`src/pkg/exv_defs.vh`:
```
// Constants for the exception vector select block
`ifndef EXV_DEFS_VH
`define EXV_DEFS_VH
// Register word indices (byte address = index * 4)
`define EXV_REG_CTRL     3'h0
`define EXV_REG_SWBASE   3'h1
`define EXV_REG_RSTBASE  3'h2
`define EXV_REG_DBGVEC   3'h3
`define EXV_REG_CAUSE    3'h4
`define EXV_REG_LASTVEC  3'h5
// Control register fields
`define EXV_CTRL_BEV     0
`define EXV_CTRL_EXL     1
`define EXV_CTRL_IV      2
`define EXV_CTRL_KMODE   3
`define EXV_CTRL_OVR     4
`define EXV_CTRL_PROBE   5
`define EXV_CTRL_RELOC   6
`define EXV_CTRL_CV      7
`define EXV_CTRL_VS_LO   8
`define EXV_CTRL_VS_HI   12
// Cause register fields
`define EXV_CAUSE_CODE_LO  0
`define EXV_CAUSE_CODE_HI  4
`define EXV_CAUSE_CLS_LO   8
`define EXV_CAUSE_CLS_HI   12
`define EXV_CAUSE_VALID    16
// Reset values
`define EXV_RST_CTRL     32'h0000_0001
`define EXV_RST_SWBASE   20'h80000
`define EXV_RST_RSTBASE  20'hBFC00
`define EXV_RST_DBGVEC   25'h0000000
// Vector bases and offsets
`define EXV_LEGACY_BASE  20'hBFC00
`define EXV_SEG_TOP      2'b10
`define EXV_CERR_TOP     3'b101
`define EXV_PROBE_VEC    32'hFF20_0200
`define EXV_OFS_RST      12'h000
`define EXV_OFS_DBG      12'h480
`define EXV_OFS_CERR_BT  12'h300
`define EXV_OFS_CERR_SW  12'h100
`define EXV_OFS_REF_SW   12'h000
`define EXV_OFS_GEN_SW   12'h180
`define EXV_OFS_INT_SW   12'h200
`define EXV_OFS_REF_BT   12'h200
`define EXV_OFS_GEN_BT   12'h380
`define EXV_OFS_INT_BT   12'h400
// Vector kinds
`define EXV_KIND_RST     3'h0
`define EXV_KIND_DBG     3'h1
`define EXV_KIND_CERR    3'h2
`define EXV_KIND_REFILL  3'h3
`define EXV_KIND_INT     3'h4
`define EXV_KIND_GEN     3'h5
// Exception classes, index 0 highest priority
`define EXV_NCLS         25
`define EXV_CLS_RESET    5'd0
`define EXV_CLS_SRESET   5'd1
`define EXV_CLS_DSS      5'd2
`define EXV_CLS_DINT     5'd3
`define EXV_CLS_NMI      5'd4
`define EXV_CLS_INT      5'd5
`define EXV_CLS_WATCHF   5'd6
`define EXV_CLS_DIB      5'd7
`define EXV_CLS_ADELF    5'd8
`define EXV_CLS_TLBF     5'd9
`define EXV_CLS_TLBXI    5'd10
`define EXV_CLS_ICERR    5'd11
`define EXV_CLS_IBE      5'd12
`define EXV_CLS_SYS      5'd13
`define EXV_CLS_BP       5'd14
`define EXV_CLS_RI       5'd15
`define EXV_CLS_OV       5'd16
`define EXV_CLS_DDB      5'd17
`define EXV_CLS_ADELD    5'd18
`define EXV_CLS_ADES     5'd19
`define EXV_CLS_TLBLD    5'd20
`define EXV_CLS_TLBS     5'd21
`define EXV_CLS_MOD      5'd22
`define EXV_CLS_DCERR    5'd23
`define EXV_CLS_DBE      5'd24
// Cause codes
`define EXV_CODE_INT     5'h00
`define EXV_CODE_MOD     5'h01
`define EXV_CODE_TLBL    5'h02
`define EXV_CODE_TLBS    5'h03
`define EXV_CODE_ADEL    5'h04
`define EXV_CODE_ADES    5'h05
`define EXV_CODE_IBE     5'h06
`define EXV_CODE_DBE     5'h07
`define EXV_CODE_SYS     5'h08
`define EXV_CODE_BP      5'h09
`define EXV_CODE_RI      5'h0A
`define EXV_CODE_OV      5'h0C
`define EXV_CODE_TLBXI   5'h14
`define EXV_CODE_WATCH   5'h17
`define EXV_CODE_CERR    5'h1E
`endif

```
`src/rtl/exv_top.v`:
```
// Exception vector select: priority, cause capture and register file
//
// Our own choices: the Avalon-MM interface to the registers and the register addresses.
`timescale 1ns/1ps
`include "exv_defs.vh"
module exv_top (
  // Clock and reset
  input  wire                 mclk,
  input  wire                 rst_n,
  // Avalon-MM slave
  input  wire [2:0]           avs_address,
  input  wire                 avs_read,
  input  wire                 avs_write,
  input  wire [3:0]           avs_byteenable,
  input  wire [31:0]          avs_writedata,
  output reg  [31:0]          avs_readdata,
  output wire                 avs_waitrequest,
  // Exception requests from the pipeline
  input  wire [`EXV_NCLS-1:0] exc_req,
  input  wire                 exc_refill,
  // Accepted exception to fetch
  output wire                 exc_taken,
  output wire [4:0]           exc_class,
  output wire [31:0]          exc_vector,
  output wire                 exc_uncached,
  output wire [4:0]           exc_code,
  output wire                 exc_code_valid
);
  reg         rst_ff1_r;
  reg         rst_ff2_r;
  wire        rst_sync_n;
  reg         ack_r;
  reg  [31:0] ctrl_r;
  reg  [19:0] swbase_r;
  reg  [19:0] rstbase_r;
  reg  [24:0] dbgvec_r;
  reg  [4:0]  cause_code_r;
  reg  [4:0]  cause_cls_r;
  reg         cause_valid_r;
  reg  [31:0] lastvec_r;
  reg  [31:0] ctrl_nxt;
  reg  [31:0] rd_nxt;
  wire        wr_go;
  wire [2:0]  kind;
  wire [5:0]  code_info;
  wire        boot_vector_select;
  wire        exception_level;
  wire [31:0] sw_merged;
  wire [31:0] rb_merged;
  wire [31:0] dg_merged;

  // Byte-lane merge of a write into a stored word
  function [31:0] merge;
    input [31:0] old;
    input [31:0] wd;
    input [3:0]  be;
    integer b;
    begin
      merge = old;
      for (b = 0; b < 4; b = b + 1)
      begin
        if (be[b])
          merge[b*8 +: 8] = wd[b*8 +: 8];
      end
    end
  endfunction

  // Vector kind of an exception class
  function [2:0] kind_of;
    input [4:0] cls;
    input       refill;
    begin
      case (cls)
        `EXV_CLS_RESET, `EXV_CLS_SRESET, `EXV_CLS_NMI:
          kind_of = `EXV_KIND_RST;
        `EXV_CLS_DSS, `EXV_CLS_DINT, `EXV_CLS_DIB, `EXV_CLS_DDB:
          kind_of = `EXV_KIND_DBG;
        `EXV_CLS_ICERR, `EXV_CLS_DCERR:
          kind_of = `EXV_KIND_CERR;
        `EXV_CLS_INT:
          kind_of = `EXV_KIND_INT;
        `EXV_CLS_TLBF, `EXV_CLS_TLBLD, `EXV_CLS_TLBS:
          kind_of = refill ? `EXV_KIND_REFILL : `EXV_KIND_GEN;
        default:
          kind_of = `EXV_KIND_GEN;
      endcase
    end
  endfunction

  // Cause code of a class, top bit set when a code exists
  function [5:0] code_of;
    input [4:0] cls;
    begin
      case (cls)
        `EXV_CLS_INT:                  code_of = {1'b1, `EXV_CODE_INT};
        `EXV_CLS_WATCHF:               code_of = {1'b1, `EXV_CODE_WATCH};
        `EXV_CLS_ADELF, `EXV_CLS_ADELD:
          code_of = {1'b1, `EXV_CODE_ADEL};
        `EXV_CLS_TLBF, `EXV_CLS_TLBLD:
          code_of = {1'b1, `EXV_CODE_TLBL};
        `EXV_CLS_TLBXI:                code_of = {1'b1, `EXV_CODE_TLBXI};
        `EXV_CLS_ICERR, `EXV_CLS_DCERR:
          code_of = {1'b1, `EXV_CODE_CERR};
        `EXV_CLS_IBE:                  code_of = {1'b1, `EXV_CODE_IBE};
        `EXV_CLS_SYS:                  code_of = {1'b1, `EXV_CODE_SYS};
        `EXV_CLS_BP:                   code_of = {1'b1, `EXV_CODE_BP};
        `EXV_CLS_RI:                   code_of = {1'b1, `EXV_CODE_RI};
        `EXV_CLS_OV:                   code_of = {1'b1, `EXV_CODE_OV};
        `EXV_CLS_ADES:                 code_of = {1'b1, `EXV_CODE_ADES};
        `EXV_CLS_TLBS:                 code_of = {1'b1, `EXV_CODE_TLBS};
        `EXV_CLS_MOD:                  code_of = {1'b1, `EXV_CODE_MOD};
        `EXV_CLS_DBE:                  code_of = {1'b1, `EXV_CODE_DBE};
        default:                       code_of = 6'h00;
      endcase
    end
  endfunction

  // Reset release through two flip-flops
  always @(posedge mclk or negedge rst_n)
  begin
    if (!rst_n)
    begin
      rst_ff1_r <= 1'b0;
      rst_ff2_r <= 1'b0;
    end
    else
    begin
      rst_ff1_r <= 1'b1;
      rst_ff2_r <= rst_ff1_r;
    end
  end
  assign rst_sync_n = rst_ff2_r;

  // Highest priority request wins
  exv_prio u_prio (
    .req   (exc_req),
    .taken (exc_taken),
    .idx   (exc_class)
  );

  assign boot_vector_select       = ctrl_r[`EXV_CTRL_BEV];
  assign exception_level       = ctrl_r[`EXV_CTRL_EXL];
  assign kind      = kind_of(exc_class, exc_refill);
  assign code_info = code_of(exc_class);
  assign exc_code       = code_info[4:0];
  assign exc_code_valid = exc_taken & code_info[5];

  // Vector formed in the same cycle as the pick
  exv_vecsel u_vecsel (
    .kind     (kind),
    .exception_level      (exception_level),
    .iv       (ctrl_r[`EXV_CTRL_IV]),
    .boot_vector_select      (boot_vector_select),
    .kmode    (ctrl_r[`EXV_CTRL_KMODE]),
    .ovr      (ctrl_r[`EXV_CTRL_OVR]),
    .probe    (ctrl_r[`EXV_CTRL_PROBE]),
    .reloc    (ctrl_r[`EXV_CTRL_RELOC]),
    .cv       (ctrl_r[`EXV_CTRL_CV]),
    .sw_base  (swbase_r),
    .rst_base (rstbase_r),
    .dbg_addr (dbgvec_r),
    .vector   (exc_vector),
    .uncached (exc_uncached)
  );

  // One wait cycle, then the access completes
  assign avs_waitrequest = (avs_read | avs_write) & ~ack_r;
  assign wr_go           = avs_write & ack_r;

  // Write merged into each base register's full word, low bits cut below
  assign sw_merged = merge({swbase_r, 12'h000}, avs_writedata,
                           avs_byteenable);
  assign rb_merged = merge({rstbase_r, 12'h000}, avs_writedata,
                           avs_byteenable);
  assign dg_merged = merge({dbgvec_r, 7'h00}, avs_writedata,
                           avs_byteenable);

  // Control word: software write, then hardware sets win
  always @*
  begin
    ctrl_nxt = ctrl_r;
    if (wr_go && avs_address == `EXV_REG_CTRL)
      ctrl_nxt = merge(ctrl_r, avs_writedata, avs_byteenable);
    ctrl_nxt[31:`EXV_CTRL_VS_HI+1] = 19'h00000;
    if (exc_taken)
    begin
      if (kind == `EXV_KIND_RST)
        ctrl_nxt[`EXV_CTRL_BEV] = 1'b1;
      else if (kind != `EXV_KIND_DBG)
        ctrl_nxt[`EXV_CTRL_EXL] = 1'b1;
    end
  end

  // Read data selection
  always @*
  begin
    rd_nxt = 32'h0000_0000;
    if (avs_address == `EXV_REG_CTRL)
      rd_nxt = ctrl_r;
    else if (avs_address == `EXV_REG_SWBASE)
      rd_nxt = {swbase_r, 12'h000};
    else if (avs_address == `EXV_REG_RSTBASE)
      rd_nxt = {rstbase_r, 12'h000};
    else if (avs_address == `EXV_REG_DBGVEC)
      rd_nxt = {dbgvec_r, 7'h00};
    else if (avs_address == `EXV_REG_CAUSE)
    begin
      rd_nxt[`EXV_CAUSE_CODE_HI:`EXV_CAUSE_CODE_LO] = cause_code_r;
      rd_nxt[`EXV_CAUSE_CLS_HI:`EXV_CAUSE_CLS_LO]   = cause_cls_r;
      rd_nxt[`EXV_CAUSE_VALID]                      = cause_valid_r;
    end
    else if (avs_address == `EXV_REG_LASTVEC)
      rd_nxt = lastvec_r;
  end

  // Register file and capture of the taken exception
  always @(posedge mclk or negedge rst_sync_n)
  begin
    if (!rst_sync_n)
    begin
      ack_r         <= 1'b0;
      avs_readdata  <= 32'h0000_0000;
      ctrl_r        <= `EXV_RST_CTRL;
      swbase_r      <= `EXV_RST_SWBASE;
      rstbase_r     <= `EXV_RST_RSTBASE;
      dbgvec_r      <= `EXV_RST_DBGVEC;
      cause_code_r  <= 5'h00;
      cause_cls_r   <= 5'h00;
      cause_valid_r <= 1'b0;
      lastvec_r     <= 32'h0000_0000;
    end
    else
    begin
      ack_r  <= (avs_read | avs_write) & ~ack_r;
      ctrl_r <= ctrl_nxt;
      if (avs_read && !ack_r)
        avs_readdata <= rd_nxt;
      if (wr_go && avs_address == `EXV_REG_SWBASE)
        swbase_r <= sw_merged[31:12];
      if (wr_go && avs_address == `EXV_REG_RSTBASE)
        rstbase_r <= rb_merged[31:12];
      if (wr_go && avs_address == `EXV_REG_DBGVEC)
        dbgvec_r <= dg_merged[31:7];
      if (exc_taken)
      begin
        cause_cls_r   <= exc_class;
        cause_valid_r <= code_info[5];
        lastvec_r     <= exc_vector;
        if (code_info[5])
          cause_code_r <= code_info[4:0];
      end
    end
  end
endmodule // exv_top

```
`src/rtl/exv_prio.v`:
```
// Fixed priority pick among simultaneous exception requests
`timescale 1ns/1ps
`include "exv_defs.vh"
module exv_prio (
  // Requests, bit 0 highest
  input  wire [`EXV_NCLS-1:0] req,
  // Winner
  output reg                  taken,
  output reg  [4:0]           idx
);
  integer i;

  // Scan from the highest index downward so the highest priority wins
  always @*
  begin
    taken = 1'b0;
    idx   = 5'h00;
    for (i = `EXV_NCLS - 1; i >= 0; i = i - 1)
    begin
      if (req[i])
      begin
        taken = 1'b1;
        idx   = i[4:0];
      end
    end
  end
endmodule // exv_prio

```
`src/rtl/exv_vecsel.v`:
```
// Vector address selection from kind, mode and base values
`timescale 1ns/1ps
`include "exv_defs.vh"
module exv_vecsel (
  // Kind and state bits
  input  wire [2:0]  kind,
  input  wire        exception_level,
  input  wire        iv,
  input  wire        boot_vector_select,
  input  wire        kmode,
  input  wire        ovr,
  input  wire        probe,
  input  wire        reloc,
  input  wire        cv,
  // Base values
  input  wire [19:0] sw_base,
  input  wire [19:0] rst_base,
  input  wire [24:0] dbg_addr,
  // Result
  output reg  [31:0] vector,
  output reg         uncached
);
  reg [19:0] boot_base;
  reg [19:0] sw_eff;
  reg [11:0] ofs;

  always @*
  begin
    // Boot base; extended mode ignores the override bit
    if (kmode)
      boot_base = rst_base;
    else if (ovr)
      boot_base = {`EXV_SEG_TOP, rst_base[17:0]};
    else
      boot_base = `EXV_LEGACY_BASE;
    // Software base, top bits pinned in legacy; override unused
    if (kmode)
      sw_eff = sw_base;
    else
      sw_eff = {`EXV_SEG_TOP, sw_base[17:0]};
    uncached = 1'b0;
    ofs      = `EXV_OFS_GEN_SW;
    vector   = {boot_base, `EXV_OFS_RST};
    case (kind)
      `EXV_KIND_RST:
        vector = {boot_base, `EXV_OFS_RST};
      `EXV_KIND_DBG:
      begin
        if (probe)
          vector = `EXV_PROBE_VEC;
        else if (reloc)
          vector = {dbg_addr, 7'h00};
        else
          vector = {boot_base, `EXV_OFS_DBG};
      end
      `EXV_KIND_CERR:
      begin
        if (boot_vector_select)
        begin
          uncached = kmode;
          if (!kmode && ovr)
            vector = {`EXV_CERR_TOP, rst_base[16:0],
                      `EXV_OFS_CERR_BT};
          else
            vector = {boot_base, `EXV_OFS_CERR_BT};
        end
        else if (!kmode)
          vector = {sw_eff[19:18], 1'b1, sw_eff[16:0],
                    `EXV_OFS_CERR_SW};
        else if (cv)
          vector = {sw_base, `EXV_OFS_CERR_SW};
        else
          vector = {`EXV_LEGACY_BASE, `EXV_OFS_CERR_SW};
      end
      default:
      begin
        // Vectored spacing assumed zero; one flat offset
        if (boot_vector_select)
        begin
          if (kind == `EXV_KIND_REFILL && !exception_level)
            ofs = `EXV_OFS_REF_BT;
          else if (kind == `EXV_KIND_INT && iv)
            ofs = `EXV_OFS_INT_BT;
          else
            ofs = `EXV_OFS_GEN_BT;
          vector = {boot_base, ofs};
        end
        else
        begin
          if (kind == `EXV_KIND_REFILL && !exception_level)
            ofs = `EXV_OFS_REF_SW;
          else if (kind == `EXV_KIND_INT && iv)
            ofs = `EXV_OFS_INT_SW;
          else
            ofs = `EXV_OFS_GEN_SW;
          vector = {sw_eff, ofs};
        end
      end
    endcase
  end
endmodule // exv_vecsel

```
`config.mk`:
```
export PLATFORM = sky130hd
export DESIGN_NAME = exv_top
export DESIGN_NICKNAME = d
export VERILOG_FILES = /design/src/rtl/exv_top.v /design/src/rtl/exv_prio.v /design/src/rtl/exv_vecsel.v
export VERILOG_INCLUDE_DIRS = /design/src /design/src/pkg
export SDC_FILE = /design/constraint.sdc
export NUM_CORES = 1
export LEC_CHECK = 0
export BUFFER_PORTS_ARGS = -buffer_cell sky130_fd_sc_hd__buf_2
export CAP_MARGIN = 20
export CORE_MARGIN = 5
export CORE_UTILIZATION = 50
export DETAILED_ROUTE_END_ITERATION = 8
export PLACE_DENSITY = 0.8
export SKIP_CTS_REPAIR_TIMING = 1
export SYNTH_ARGS = -nofsm -noshare
export SYNTH_HDL_FRONTEND = slang
export SYNTH_HIERARCHICAL = 1
export SYNTH_SLANG_ARGS = --single-unit
```
`constraint.sdc`:
```
create_clock -name mclk -period 12.81 [get_ports mclk]
set_clock_uncertainty 0.15 [all_clocks]
set_input_delay 2.562 -clock mclk [delete_from_list [all_inputs] [get_ports mclk]]
set_output_delay 2.562 -clock mclk [all_outputs]
set_load 0.05 [all_outputs]
```
==> impl_metrics.toml <==
[drt]
antenna_left = 0
drt_iter0_markers = 702
routed_wl_mm = 24.1
vias = 7142
vias_per_cell = 6.02
drtPass1Iterations = 6
detail_route.wl_per_cell_um = 20.3
route.detailed.drc = 0

[clocking]
clk_latency_ns = 0.43
cts_buffers = 17
clockBufferDepth = 2
clk_pin_slew_ns = 0.06
cts_max_level = 4
clockRootBuffer = "clkbuf_16"
cts_tree = "done"
numClockSinks = 156

[logic_synthesis]
synthFlopType = "dfrtp_1"
synth_area_um2 = 8660
postSynthCellCount = 836
syn_avg_cell_area_um2 = 10.4
synth_cell_types = 77
synth_edf_count = 0
synth_seq_cells = 156
yosysSeqAreaShare = 0.452
yosysWarnings = 6
async_flop_share = 1.00

[finish]
fill_cells = 1461
final_core_util = 0.584
syn_to_final_growth_pct = 15.4
nNetsFinal = 1023
layout-drive-gt1-share = 0.349
multiInputGateArea_um2 = 4310
n_antenna_cell = 0
seqCellArea_um2 = 3920
final_common_cell = "dfrtp_1"
fin_area_um2 = 9990
final_cell_mix = "144 x dfrtp_1, 139 x buf_2, 117 x mux2_2"

[critical_path]
max_stage_delay_ns = 0.87
cp_cell_sequence = "buf_2 > nor4_2 > o21ai_1 > o311a_1 > a2111oi_2 > inv_1 > ha_1 > nand2_1 > a211oi_1 > a31oi_1 > a21boi_0 > inv_1 > or3b_4 > nor2_1 > o21ai_0 > o31ai_1 > buf_2"
worstSetupStartpointType = "primary input"
critical_path_required_ns = 10.10
end_kind = "output port"
crit_arrival_ns = 7.69
critPathKind = "in -> out"
path_buf_inv = 4
crit_fanout = 13
slowest_stage = "nor2_1"
crit_family = "compound AO/OA/AOI/OAI gates"

[pwr]
power_mw = 1.63
leakagePower_nw = 4.61
seq_power_share = 0.407
p_switching_mw = 0.585
p_sw_frac = 0.360
power.internal_mw = 1.04
powerDensity_nw_per_um2 = 163
comb_power_share = 0.286
p_clk_frac = 0.307
vdd_drop_max_mv = 0.0880

[place]
dpl-instance-area_um2 = 9400
place_ws_ns = 2.56
port_buffers = 139
hpwl_mm = 16.0
gp_congestion = 0.882

[run]
drv_cap = 0

[timing]
rsz0062_at_grt = "no"
worst_pin_slew_ns = 1.12
finalSetupViolCount = 0
fin_tns_setup_ns = 0
post-route-min-period_ns = 10.40
timing.final.ws_setup_ns = 2.41
period_share = 0.812
timing.final.hold_violations = 0
drv_slew = 0
fmax_mhz = 96.1
slew_headroom = 0.249

[floorplanning]
die_area_um2 = 20000
dieWidth_um = 142
num_io_pins = 147
die_h_um = 142
coreArea_um2 = 17100
initial_core_util = 0.506
rows = 48

[worst_hold_path]
holdCritPathClass = "reg -> async"

[grt]
overflow = 0
grt_antenna_before_repair = 1
grt_max_degree = 86
grt_pass1_wl_mm = 38.6
grt_pass1_vias = 7123
grt_usage = 0.243

[status]
status = "complete, no violations"
==> flip-flops by register name (all words and copies together) (netlist names), 5 cells and up <==
register	count
ctrl_r	13
rstbase_r	20
lastvec_r	32
cause_cls_r	5
dbgvec_r	25
cause_code_r	5
avs_readdata	32
swbase_r	20
==> cells in the mapped netlist, types with 7 or more instances <==
cell	count	area, um2
dfrtp_1	145	3630
mux2_2	117	1320
nand2_1	68	255
o21ai_0	54	270
nor2_1	45	169
inv_1	35	131
a21oi_1	29	145
o22ai_1	27	169
nor2b_1	25	156
a22oi_1	22	165
o31ai_1	21	158
mux2i_1	20	200
buf_2	18	90.1
buf_4	17	128
clkbuf_1	16	60.1
nand2b_1	13	81.3
dfstp_2	11	289
a221o_1	9	90.1
o21a_1	7	52.6
==> per-stage QoR <==
step / std cells / hold slack (ns)
after global routing: 1186 / 0.220
after detailed placement: 1153 / 0.193
after floorplan: 842 / 0.181
final: 1186 / 0.186
after global placement: 1153 / 0.190
after CTS: 1185 / 0.219
==> cell families after synthesis <==
group / Yosys count / share of synthesized area
simple gates: 208 / 0.127
flops: 156 / 0.452
fa+ha+maj: 6 / 0.00867
compound gates: 228 / 0.178
buf+inv: 97 / 0.0543
mux: 139 / 0.179
other cells: 2 / 0.000867
==> cell type report <==
| type | count | share of cell area |
|---|---|---|
| Multi-Input combinational cell | 589 | 0.431 |
| Sequential cell | 156 | 0.392 |
| Timing Repair Buffer | 149 | 0.0784 |
| Clock buffer | 23 | 0.0458 |
| Tap cell | 225 | 0.0282 |
| Inverter | 35 | 0.0131 |
| Clock inverter | 9 | 0.0114 |
==> final timing paths <==
| check | to | slack [ns] | depth (start not counted) | startpoint |
|---|---|---|---|---|
| max | exc_vector[10] | 2.41 | 17 | exc_req[13] |
| min | swbase_r[13] | 0.19 | 0 | rst_ff2_r |
| max reg2reg | lastvec_r[16] | 10.30 | 5 | ctrl_r[0] |
| min reg2reg | swbase_r[13] | 0.19 | 0 | rst_ff2_r |
| max in group asynchronous | rst_ff2_r | 10.65 | 1 | rst_n |
| min in group mclk | rst_ff2_r | 0.21 | 0 | rst_ff1_r |
==> power groups by stage <==
stage,logic [mW],clock network [mW],registers (mW)
after floorplan,0.311,0,0.693
after global placement,0.448,0,0.665
after detailed placement,0.457,0,0.670
after CTS,0.460,0.504,0.662
after global routing,0.501,0.521,0.673
final,0.465,0.499,0.661
==> per-layer routing <==
layer,track usage,wire length [um],share of wire,up-vias
li1,-,-,-,3263
met1,0.327,10100,0.42,3505
met2,0.400,11600,0.48,328
met3,0.0529,1880,0.078,44
met4,0.0692,481,0.020,2
met5,0,7,0.00029,-
Note: power is estimated with default switching activity, not from simulation.
